<file path="config.mk">
export PLATFORM = sky130hd
export DESIGN_NAME = stt_top
export DESIGN_NICKNAME = d
export VERILOG_FILES = /design/src/rtl/stt_pkg.sv /design/src/rtl/stt_sync.sv /design/src/rtl/stt_counter.sv /design/src/rtl/stt_top.sv
export SDC_FILE = /design/constraint.sdc
export NUM_CORES = 1
export LEC_CHECK = 0
export ABC_AREA = 1
export BUFFER_PORTS_ARGS = -buffer_cell sky130_fd_sc_hd__buf_2
export CAP_MARGIN = 20
export CORE_MARGIN = 2
export CORE_UTILIZATION = 37
export DETAILED_ROUTE_END_ITERATION = 8
export GPL_ROUTABILITY_DRIVEN = 0
export GPL_TIMING_DRIVEN = 1
export PLACE_DENSITY_LB_ADDON = 0.2
export SETUP_SLACK_MARGIN = 0.02
export SYNTH_ARGS = -nofsm -noshare
export SYNTH_HDL_FRONTEND = slang
export SYNTH_HIERARCHICAL = 1
export SYNTH_SLANG_ARGS = --single-unit
</file>
<file path="constraint.sdc">
create_clock -name aclk -period 2.6 [get_ports aclk]
set_input_delay 0.13 -clock aclk [delete_from_list [all_inputs] [get_ports aclk]]
set_output_delay 0.13 -clock aclk [all_outputs]
set_load 0.1 [all_outputs]
</file>
<file path="src/rtl/stt_pkg.sv">
package stt_pkg;
    // ===========================================
    // Register map (byte addresses)
    localparam logic [31:0] CTRL_ADDR = 32'he000e010;
    localparam logic [31:0] RELOAD_ADDR = 32'he000e014;
    localparam logic [31:0] CURRENT_ADDR = 32'he000e018;
    // ===========================================
    // Field positions and widths
    localparam int COUNT_W = 24;
    localparam int ENABLE_BIT = 0;
    localparam int WRAP_IE_BIT = 1;
    localparam int CLKSEL_BIT = 2;
    localparam int FLAG_BIT = 16;
    // ===========================================
    // Reset values
    localparam logic [23:0] COUNT_RESET = 24'h000000;
    localparam logic [23:0] RELOAD_RESET = 24'h000000;
    localparam logic CTRL_BIT_RESET = 1'b0;
    // ===========================================
    // Bus answers
    localparam logic [1:0] RESP_OKAY = 2'h0;
    localparam logic [1:0] RESP_SLVERR = 2'h2;
    localparam logic [1:0] RESP_DECERR = 2'h3;
    // ===========================================
    // Register select codes
    localparam logic [1:0] SEL_NONE = 2'h0;
    localparam logic [1:0] SEL_CTRL = 2'h1;
    localparam logic [1:0] SEL_RELOAD = 2'h2;
    localparam logic [1:0] SEL_CURRENT = 2'h3;
endpackage

</file>
<file path="src/rtl/stt_sync.sv">
`timescale 1ns/100ps
// ===========================================
// Two-stage synchroniser for a pin level
module stt_sync (
    input wire logic aclk,
    input wire logic aresetn,
    input wire logic pin_in,
    output logic pin_sync
);
    typedef struct packed {
        logic stage1;
        logic stage2;
    } stt_sync_state_type;

    stt_sync_state_type st;
    stt_sync_state_type next_st;

    // Stage one feeds only stage two
    always_comb begin
        next_st.stage1 = pin_in;
        next_st.stage2 = st.stage1;
    end

    always_ff @(posedge aclk) begin
        if (!aresetn) begin
            st <= '1; // Idle-high pin level, so no false edge after reset
        end else begin
            st <= next_st;
        end
    end

    assign pin_sync = st.stage2;
endmodule

</file>
<file path="src/rtl/stt_counter.sv">
`timescale 1ns/100ps
// ===========================================
// 24-bit decrementing counter with reload and wrap pulse
module stt_counter #(
    parameter int WIDTH = stt_pkg::COUNT_W
) (
    input wire logic aclk,
    input wire logic aresetn,
    input wire logic run,
    input wire logic clear,
    input wire logic [WIDTH-1:0] reload,
    output logic [WIDTH-1:0] count,
    output logic wrap
);
    typedef struct packed {
        logic [WIDTH-1:0] count;
        logic wrap;
    } stt_counter_state_type;

    stt_counter_state_type st;
    stt_counter_state_type next_st;

    // Clear beats counting and never reports a wrap
    always_comb begin
        next_st = st;
        next_st.wrap = 1'b0;
        if (clear) begin
            next_st.count = '0;
        end else if (run) begin
            if (st.count == '0) begin
                // Reload of zero parks the counter here
                next_st.count = reload;
            end else begin
                next_st.count = st.count - 1'b1;
                // Event only on the step from one to zero
                next_st.wrap = (st.count == {{(WIDTH-1){1'b0}}, 1'b1});
            end
        end
    end

    always_ff @(posedge aclk) begin
        if (!aresetn) begin
            st <= '0;
        end else begin
            st <= next_st;
        end
    end

    assign count = st.count;
    assign wrap = st.wrap;
endmodule

</file>
<file path="src/rtl/stt_top.sv">
// Added by the designer: the AXI4-Lite slave port.
`timescale 1ns/100ps
// Functional notes
// - 24-bit decrementing counter, cleared by writes
// - Count to zero, reload next edge, continue
// - Reload zero stops counter at next wrap
// - Reaching zero sets wrap flag bit 16
// - Application read of control clears wrap flag
// - Debugger read clears flag only if kind 0
// - Current write clears counter and wrap flag
// - Current write clear never pends tick exception
// - Current read returns live counter value
// - Counter holds while core halted in debug
// - Bit 2 selects core or external clock
// - Bit 1 lets zero pend tick exception
// - Bit 0 enables repeating reload countdown
// - Enable low stops; control resets to zero
// - Byte, halfword, word access; little endian
// - Unprivileged access gives a bus fault
// - Reload N wraps every N+1 clocks
// - Reload in bits 23:0, upper bits read-only
// - Events only on count from one to zero
module stt_top #(
    parameter bit REF_PRESENT = 1'b0
) (
    input wire logic aclk,
    input wire logic aresetn,
    input wire logic [31:0] s_axi_awaddr,
    input wire logic [2:0] s_axi_awprot,
    input wire logic s_axi_awvalid,
    output logic s_axi_awready,
    input wire logic [31:0] s_axi_wdata,
    input wire logic [3:0] s_axi_wstrb,
    input wire logic s_axi_wvalid,
    output logic s_axi_wready,
    output logic [1:0] s_axi_bresp,
    output logic s_axi_bvalid,
    input wire logic s_axi_bready,
    input wire logic [31:0] s_axi_araddr,
    input wire logic [2:0] s_axi_arprot,
    input wire logic s_axi_arvalid,
    output logic s_axi_arready,
    output logic [31:0] s_axi_rdata,
    output logic [1:0] s_axi_rresp,
    output logic s_axi_rvalid,
    input wire logic s_axi_rready,
    input wire logic debug_read,
    input wire logic debug_master_kind,
    input wire logic core_halted,
    input wire logic ref_clock_in,
    output logic tick_pend
);
    typedef struct packed {
        logic awready;
        logic wready;
        logic bvalid;
        logic [1:0] bresp;
        logic arready;
        logic rvalid;
        logic [1:0] rresp;
        logic [31:0] rdata;
        logic [31:0] awaddr;
        logic awpriv;
        logic [31:0] wdata;
        logic [3:0] wstrb;
        logic enable;
        logic wrap_interrupt_enable;
        logic timer_clock_select;
        logic wrap_flag;
        logic [23:0] reload;
        logic pend;
        logic ref_prev;
    } stt_top_state_type;

    stt_top_state_type st;
    stt_top_state_type next_st;
    logic [23:0] count;
    logic wrap;
    logic ref_sync;
    logic aw_held;
    logic w_held;
    logic wr_commit;
    logic wr_ok;
    logic rd_take;
    logic [1:0] wr_sel;
    logic [1:0] rd_sel;
    logic count_clear;
    logic count_run;
    logic count_tick;

    // ===========================================
    // Address decode, shared by both channels
    function automatic logic [1:0] reg_select(input logic [31:0] addr);
        if (addr[31:2] == stt_pkg::CTRL_ADDR[31:2]) begin
            reg_select = stt_pkg::SEL_CTRL;
        end else if (addr[31:2] == stt_pkg::RELOAD_ADDR[31:2]) begin
            reg_select = stt_pkg::SEL_RELOAD;
        end else if (addr[31:2] == stt_pkg::CURRENT_ADDR[31:2]) begin
            reg_select = stt_pkg::SEL_CURRENT;
        end else begin
            reg_select = stt_pkg::SEL_NONE;
        end
    endfunction

    // Merge enabled byte lanes, lane 0 is the lowest byte
    function automatic logic [31:0] lane_merge(input logic [31:0] old_v, input logic [31:0] new_v,
                                               input logic [3:0] strb);
        lane_merge = old_v;
        for (int i = 0; i < 4; i++) begin
            if (strb[i]) begin
                lane_merge[8*i +: 8] = new_v[8*i +: 8];
            end
        end
    endfunction

    // ===========================================
    // Reference clock pin; unused while tied off
    stt_sync u_ref_sync (
        .aclk(aclk),
        .aresetn(aresetn),
        .pin_in(ref_clock_in),
        .pin_sync(ref_sync)
    );

    // Edge detect is only honest below core clock over 2.5
    assign count_tick = st.timer_clock_select || !REF_PRESENT ||
                        (ref_sync && !st.ref_prev);
    assign count_run = st.enable && count_tick && !core_halted;

    // ===========================================
    // Handshake bookkeeping
    assign aw_held = !st.awready && !st.bvalid;
    assign w_held = !st.wready && !st.bvalid;
    assign wr_commit = aw_held && w_held;
    assign wr_sel = reg_select(st.awaddr);
    assign wr_ok = wr_commit && st.awpriv && (wr_sel != stt_pkg::SEL_NONE);
    assign rd_take = s_axi_arvalid && st.arready;
    assign rd_sel = reg_select(s_axi_araddr);
    assign count_clear = wr_ok && (wr_sel == stt_pkg::SEL_CURRENT);

    stt_counter #(
        .WIDTH(stt_pkg::COUNT_W)
    ) u_counter (
        .aclk(aclk),
        .aresetn(aresetn),
        .run(count_run),
        .clear(count_clear),
        .reload(st.reload),
        .count(count),
        .wrap(wrap)
    );

    // ===========================================
    // Bus slave and register file
    always_comb begin
        logic [31:0] merged;
        merged = '0;
        next_st = st;
        next_st.ref_prev = ref_sync;
        // Address and data taken in either order
        if (s_axi_awvalid && st.awready) begin
            next_st.awready = 1'b0;
            next_st.awaddr = s_axi_awaddr;
            next_st.awpriv = s_axi_awprot[0];
        end
        if (s_axi_wvalid && st.wready) begin
            next_st.wready = 1'b0;
            next_st.wdata = s_axi_wdata;
            next_st.wstrb = s_axi_wstrb;
        end
        if (wr_commit) begin
            next_st.bvalid = 1'b1;
            if (!st.awpriv) begin
                next_st.bresp = stt_pkg::RESP_SLVERR;
            end else if (wr_sel == stt_pkg::SEL_NONE) begin
                next_st.bresp = stt_pkg::RESP_DECERR;
            end else begin
                next_st.bresp = stt_pkg::RESP_OKAY;
            end
        end
        if (wr_ok && wr_sel == stt_pkg::SEL_CTRL && st.wstrb[0]) begin
            // Flag bit is not writable; reserved bits dropped
            next_st.enable = st.wdata[stt_pkg::ENABLE_BIT];
            next_st.wrap_interrupt_enable = st.wdata[stt_pkg::WRAP_IE_BIT];
            next_st.timer_clock_select = st.wdata[stt_pkg::CLKSEL_BIT];
        end
        if (wr_ok && wr_sel == stt_pkg::SEL_RELOAD) begin
            merged = lane_merge({8'h00, st.reload}, st.wdata, st.wstrb);
            next_st.reload = merged[23:0];
        end
        if (st.bvalid && s_axi_bready) begin
            next_st.bvalid = 1'b0;
            next_st.awready = 1'b1;
            next_st.wready = 1'b1;
        end
        // Read answers one cycle after the address is taken
        if (rd_take) begin
            next_st.arready = 1'b0;
            next_st.rvalid = 1'b1;
            next_st.rdata = '0;
            next_st.rresp = stt_pkg::RESP_OKAY;
            if (!s_axi_arprot[0]) begin
                next_st.rresp = stt_pkg::RESP_SLVERR;
            end else begin
                case (rd_sel)
                    stt_pkg::SEL_CTRL: begin
                        next_st.rdata[stt_pkg::FLAG_BIT] = st.wrap_flag;
                        next_st.rdata[stt_pkg::CLKSEL_BIT] = st.timer_clock_select;
                        next_st.rdata[stt_pkg::WRAP_IE_BIT] = st.wrap_interrupt_enable;
                        next_st.rdata[stt_pkg::ENABLE_BIT] = st.enable;
                        if (!debug_read || !debug_master_kind) begin
                            next_st.wrap_flag = 1'b0;
                        end
                    end
                    stt_pkg::SEL_RELOAD: next_st.rdata[23:0] = st.reload;
                    stt_pkg::SEL_CURRENT: next_st.rdata[23:0] = count;
                    default: next_st.rresp = stt_pkg::RESP_DECERR;
                endcase
            end
        end
        if (st.rvalid && s_axi_rready) begin
            next_st.rvalid = 1'b0;
            next_st.arready = 1'b1;
        end
        if (count_clear) begin
            next_st.wrap_flag = 1'b0;
        end
        // A new wrap wins over any clear in the same cycle
        if (wrap) begin
            next_st.wrap_flag = 1'b1;
        end
        // Clearing never makes a wrap, so it never pends
        next_st.pend = wrap && st.wrap_interrupt_enable;
    end

    always_ff @(posedge aclk) begin
        if (!aresetn) begin
            st <= '0;
            st.awready <= 1'b1;
            st.wready <= 1'b1;
            st.arready <= 1'b1;
            st.ref_prev <= 1'b1; // Idle level of the pin, so no false edge
        end else begin
            st <= next_st;
        end
    end

    assign s_axi_awready = st.awready;
    assign s_axi_wready = st.wready;
    assign s_axi_bvalid = st.bvalid;
    assign s_axi_bresp = st.bresp;
    assign s_axi_arready = st.arready;
    assign s_axi_rvalid = st.rvalid;
    assign s_axi_rresp = st.rresp;
    assign s_axi_rdata = st.rdata;
    assign tick_pend = st.pend;
endmodule

</file>
==> impl_metrics.json, run 1 <==
{
  "synthCells": 1097,
  "ys_ff_latch": 145,
  "finalSetupViolations": 0,
  "cts_resized": 0,
  "worstPathArrival_ns": 2.29,
  "syn_area_um2": 7500,
  "post-route-period-util_pct": 76.1,
  "peakVddDrop_mv": 0.419,
  "multi_input_comb_area_um2": 3690,
  "drv_cap": 0,
  "grt_max_degree": 62,
  "min_path_type": "in2reg",
  "dp_slack_ns": 0.605,
  "power.internal_mw": 4.07,
  "dp_hpwl_mm": 14.1,
  "cts_sinks": 145,
  "grt_setup_unrepaired": "no",
  "path_buf_inv": 4,
  "wire_per_inst_um": 13.3,
  "grt_first_pass_wirelength_mm": 33.2,
  "num_io_pins": 159,
  "cp_cell_sequence": "nor3_4 -> nand2_2 -> inv_1 -> nand4_1 -> inv_1 -> inv_1 -> nand2_1 -> buf_4 -> nor2_1 -> nand2_1 -> nor4_1",
  "comb_power_share_pct": 10.5,
  "synth_mux_area_share_pct": 0,
  "htreeDepth": 4,
  "drive_gt1_share_pct": 19.0,
  "fmax_mhz": 505,
  "initial_utilization_pct": 37.4,
  "switching_share_pct": 26.3,
  "cts_buffers": 17,
  "antenna_found_initial": 0,
  "synth_area_leaders": "dfxtp_1 39%, nand2_1 11%, nand3_1 9.9%",
  "power.leakage_nw": 4.08,
  "setup.worst_path.class": "reg2reg",
  "ys.warnings.count": 6,
  "synth-main-ff-cell": "dfxtp_1",
  "synth_seq_area_share_pct": 38.7,
  "synth-xor-area-share_pct": 0.467,
  "synth_commonest_cells": "214 x nand2_1, 149 x nand3_1, 145 x dfxtp_1",
  "hold_slack_ns": 0.0234,
  "synth_top_family_by_area": "simple AND/OR/NAND/NOR gates",
  "cpMaxStageDelayCell": "dfxtp_1",
  "crit_path_start_kind": "register",
  "hold_violations": 0,
  "synth_fa_ha_area_share_pct": 0.500,
  "register_area_um2": 2900,
  "clkPwrFrac_pct": 46.5,
  "die_w_um": 146,
  "grt_pass1_vias": 6681,
  "path_clk_slew_ns": 0.07,
  "skew_ns": 0.0105,
  "setup_slack_ns": 0.620,
  "io_buffers": 132,
  "fin_crit_ns": 1.98,
  "seqPwrFrac_pct": 43.0,
  "via_count": 7246,
  "areaGrowthSynthToFinish_pct": 23.2,
  "status": "completed",
  "antenna_cells": 0,
  "critPathTopFamily": "simple AND/OR/NAND/NOR gates",
  "die_area_um2": 21400,
  "synth_edf_count": 0,
  "clock_path_buffers": 2,
  "grtUsageTotal_pct": 19.1,
  "cp_data_required_time_ns": 2.91,
  "fin_nets": 1354,
  "yosysMostFrequentCell": "nand2_1",
  "syn_avg_cell_area_um2": 6.84,
  "cpMostUsedCell": "inv_1",
  "power_density_nw_per_um2": 597,
  "worst-slew-pin-transition_ns": 0.750,
  "fillers": 2138,
  "cts_tree": "done",
  "synth-compound-area-share_pct": 11.6,
  "drt-initial-drc-count": 385,
  "slew_headroom_pct": 49.7,
  "end_kind": "register",
  "first_pass_iters": 5,
  "synthArstFlopShare_pct": 0,
  "synth_top_area_share_pct": 38.7,
  "yosysUniqueCellTypes": 34,
  "slew_viol_final": 0,
  "core_area_um2": 20000,
  "clkLatencyLatePin_ns": 0.43,
  "p_sw_mw": 1.45,
  "wirelength_mm": 20.1,
  "yosys.area.top_type": "dfxtp_1",
  "overflow": 0,
  "viasPerCell": 4.78,
  "max_stage_delay_ns": 0.35,
  "synthSimpleGateAreaFrac_pct": 36.2,
  "ant_nets": 0,
  "cts_root_buffer": "clkbuf_16",
  "fin_tns_setup_ns": 0,
  "rows": 52,
  "die_y_um": 146,
  "critPathMaxFanout": 9,
  "drc": 0
}
[path summary, 6_finish.rpt]
| check | from | to | slack [ns] | cells past startpoint |
|---|---|---|---|---|
| max | s_axi_bvalid$_SDFFE_PP0P_ | u_counter/wrap$_SDFF_PP0_ | 0.62 | 11 |
| min | aresetn | st[29]$_SDFFE_PN0P_ | 0.02 | 3 |
| max reg2reg | s_axi_bvalid$_SDFFE_PP0P_ | u_counter/wrap$_SDFF_PP0_ | 0.62 | 11 |
| min reg2reg | st[28]$_SDFFE_PN0P_ | tick_pend$_SDFF_PN0_ | 0.46 | 2 |
[layer usage]
layer | track usage (%) | share of wire (%) | up-vias | wire length [um]
met4 | 5.83 | 1.4 | 0 | 282
met2 | 31.4 | 46 | 130 | 9320
met3 | 3.25 | 3.1 | 21 | 631
met1 | 25.7 | 49 | 3299 | 9910
met5 | 0 | 0 | - | 0
li1 | - | - | 3796 | -
[cells in the final DEF, fill, tap and decap left out, drive strengths merged, types with 2 or more instances in the layout]
| cell | instances |
|---|---|
| a21oi | 101 |
| and2 | 2 |
| buf | 147 |
| bufinv | 3 |
| clkbuf | 18 |
| clkinv | 8 |
| conb | 8 |
| dfxtp | 145 |
| dlygate4sd3 | 56 |
| ha | 3 |
| inv | 98 |
| nand2 | 221 |
| nand3 | 164 |
| nand3b | 6 |
| nand4 | 21 |
| nor2 | 165 |
| nor3 | 4 |
| o21ai | 67 |
| or2 | 2 |
| xnor2 | 3 |
[power by group through the flow]
stage / registers [mW] / clock network, mW / logic (mW)
final: 2.37 / 2.57 / 0.581
after global placement: 2.42 / 0 / 0.517
after floorplan: 2.45 / 0 / 0.349
after detailed placement: 2.42 / 0 / 0.522
after global routing: 2.38 / 2.71 / 0.645
after CTS: 2.37 / 2.62 / 0.586
[kinds of logic (layout without fill, tap and decap cells)]
family	Yosys count	count (layout)
xor+xnor	4	4
fa+ha+maj	3	3
other cells	1	8
compound gates	170	170
buf+inv	188	331
simple gates	586	586
flops	145	145
[worst reg2reg max path, stage by stage (launching register included)]
cell and delay [ns]:
dfxtp_1 0.35, nor3_4 0.28, nand2_2 0.11, inv_1 0.21
nand4_1 0.18, inv_1 0.08, inv_1 0.04, nand2_1 0.21
buf_4 0.24, nor2_1 0.06, nand2_1 0.06, nor4_1 0.05
[sequential cells by signal, indices dropped and copies added (netlist names)]
name and flops:
s_axi_bresp 2, s_axi_bvalid 1, tick_pend 1, s_axi_awready 1, u_counter/count 24, u_counter/wrap 1
s_axi_rdata 24, s_axi_arready 1, s_axi_rvalid 1, s_axi_wready 1, st 86, s_axi_rresp 2
[final cells by class]
class,count,area share (%)
inverter,96,3.93
tap,270,3.66
timing repair buffer,203,14.4
clock buffer,18,4.75
clock inverter,14,1.92
multi-input combinational,771,39.9
sequential,145,31.4
[timing repair]
action	4_1_cts	5_1_grt
hold buffers	56	0
hold endpoints to repair	58	0
buffers inserted	0	0
[per-stage QoR]
step / cell area (um^2) / total power, mW / instances / util [%]
after detailed placement: 8060 / 2.94 / 1429 / 40.2
final: 9240 / 5.52 / 1517 / 46.1
after global routing: 9240 / 5.74 / 1517 / 46.1
after global placement: 8060 / 2.93 / 1429 / 40.2
after floorplan: 7530 / 2.79 / 1104 / -
after CTS: 9240 / 5.58 / 1517 / 46.1
Power figures use the tool's default switching activity.
==> run 2, diff against run 1 <==
==> constraint.sdc (replaced) <==
create_clock -name aclk -period 2 [get_ports aclk]
set_input_delay 0.1 -clock aclk [delete_from_list [all_inputs] [get_ports aclk]]
set_output_delay 0.1 -clock aclk [all_outputs]
set_load 0.1 [all_outputs]
==> impl_metrics.json, run 2 (synthesis results as in run 1) <==
{
  "status": "completed",
  "drive_gt1_share_pct": 20.5,
  "antenna_cells": 0,
  "clkLatencyLatePin_ns": 0.42,
  "hold_violations": 0,
  "slew_headroom_pct": 66.0,
  "num_io_pins": 159,
  "cpMaxStageDelayCell": "dfxtp_1",
  "via_count": 7272,
  "power_density_nw_per_um2": 745,
  "fin_cells": 1541,
  "peakVddDrop_mv": 0.586,
  "top_register": "st",
  "ant_nets": 0,
  "cts_sinks": 145,
  "cpMostUsedCell": "inv_1",
  "overflow": 0,
  "final_common_cell": "nand2_1",
  "cp_cell_sequence": "inv_1 -> nand4_1 -> nor2_1 -> and2_1 -> and2_1 -> nand4_1 -> inv_1 -> inv_1 -> nand2_1 -> buf_4 -> a21oi_1",
  "clock_path_buffers": 2,
  "slew_viol_final": 0,
  "cp_data_required_time_ns": 2.31,
  "holdPathEnd": "st[93]$_SDFFE_PN0P_",
  "grt_setup_unrepaired": "no",
  "grt_first_pass_wirelength_mm": 33.2,
  "switching_share_pct": 26.8,
  "multi_input_comb_area_um2": 3690,
  "r2r_end": "u_counter/count[11]$_SDFFE_PP0P_",
  "hp-start": "s_axi_awaddr[26]",
  "grtUsageTotal_pct": 19.0,
  "r2r_cells": 11,
  "path_clk_slew_ns": 0.06,
  "fmax_mhz": 568,
  "wirelength_mm": 20.0,
  "drc": 0,
  "grt_pass1_vias": 6674,
  "die_y_um": 146,
  "power.internal_mw": 5.14,
  "die_area_um2": 21400,
  "worst-slew-pin-transition_ns": 0.510,
  "timing.rr.start": "st[91]$_SDFFE_PN0P_",
  "dp_hpwl_mm": 14.4,
  "reg2reg_slack_ns": 0.24,
  "skew_ns": 0.00751,
  "hold_depth": 3,
  "place_inst": 1450,
  "comb_power_share_pct": 11.1,
  "fin_nets": 1378,
  "initial_utilization_pct": 37.4,
  "wire_per_inst_um": 13.0,
  "cts_resized": 0,
  "cts_buffers": 17,
  "die_w_um": 146,
  "rows": 52,
  "min_path_type": "in2reg",
  "register_area_um2": 2910,
  "io_buffers": 132,
  "final_cell_mix": "214 x nand2_1, 149 x nand3_1, 142 x nor2_1, 142 x dfxtp_1, 132 x buf_2",
  "hold_slack_ns": 0.0259,
  "post-route-period-util_pct": 88.1,
  "fin_tns_setup_ns": 0,
  "clkPwrFrac_pct": 45.1,
  "critPathMaxFanout": 12,
  "fin_crit_ns": 1.76,
  "first_pass_iters": 5,
  "areaGrowthSynthToFinish_pct": 25.7,
  "fillers": 2081,
  "cts_tree": "done",
  "power.leakage_nw": 4.19,
  "setup.worst_path.class": "reg2reg",
  "grt_max_degree": 62,
  "htreeDepth": 4,
  "crit_path_start_kind": "register",
  "seqPwrFrac_pct": 43.8,
  "viasPerCell": 4.72,
  "setup_slack_ns": 0.238,
  "drv_cap": 0,
  "cts_root_buffer": "clkbuf_16",
  "end_kind": "register",
  "dp_slack_ns": 0.274,
  "max_stage_delay_ns": 0.30,
  "antenna_found_initial": 0,
  "final_util_pct": 47.0,
  "p_sw_mw": 1.88,
  "drt-initial-drc-count": 350,
  "core_area_um2": 20000,
  "largest_register_ff_count": 86,
  "finalSetupViolations": 0,
  "worstPathArrival_ns": 2.07
}
## run 2: cell count changes in the layout (fill, tap and decap cells not counted), sizes merged
cell,change
bufinv,-1
inv,-1
dlygate4sd3,+3
clkinvlp,+1
clkinv,+1
buf,+21
## run 2: layer usage
metal  part of all wire (%)  GRT usage (%)  wire length [um]
met3                    3.3           3.44               661
met5                      0              0                 0
met1                     50           26.2              9900
met2                     46           30.9              9220
met4                   0.95           4.66               190
## run 2: worst max-delay path by stage
stage / end / depth (start not counted) / from / slack, ns
after floorplan: u_counter/count[11]$_SDFFE_PP0P_ / 9 / s_axi_bvalid$_SDFFE_PP0P_ / 0.12
after global placement: u_counter/wrap$_SDFF_PP0_ / 12 / st[90]$_SDFFE_PN0P_ / 0.30
after detailed placement: u_counter/wrap$_SDFF_PP0_ / 12 / st[89]$_SDFFE_PN0P_ / 0.27
after CTS: u_counter/count[12]$_SDFFE_PP0P_ / 11 / st[91]$_SDFFE_PN0P_ / 0.26
after global routing: u_counter/count[11]$_SDFFE_PP0P_ / 11 / st[91]$_SDFFE_PN0P_ / 0.04
final: u_counter/count[11]$_SDFFE_PP0P_ / 11 / st[91]$_SDFFE_PN0P_ / 0.24
## run 2: repair_timing
item,CTS,global route
hold endpoints to repair,63,0
setup buffers,0,0
hold buffers,59,0
## run 2: worst max-delay path, delay by kind of cell (launching register included)
family | cells | cell delay, ns
buf+inv | 4 | 0.44
flops | 1 | 0.30
compound gates | 1 | 0.06
simple gates | 6 | 0.83
## run 2: power by group through the flow
stage	combinational, mW	sequential, mW	clock, mW
2_1_floorplan	0.454	3.18	0
3_3_place_gp	0.686	3.14	0
3_5_place_dp	0.692	3.14	0
4_1_cts	0.780	3.08	3.25
5_1_grt	0.863	3.09	3.38
6_report	0.777	3.08	3.17
## run 2: cell type report
type                            count  share of cell area, %
Multi-Input combinational cell    771                   39.1
Sequential cell                   145                   30.8
Timing Repair Buffer              227                   16.4
Clock buffer                       18                   4.55
Inverter                           96                   3.85
Tap cell                          270                   3.58
Clock inverter                     14                   1.67
## run 2: metrics by stage
step	area (um^2)	power [mW]
2_1_floorplan	7530	3.63
3_3_place_gp	8250	3.83
3_5_place_dp	8250	3.83
4_1_cts	9430	7.11
5_1_grt	9430	7.33
6_report	9430	7.03
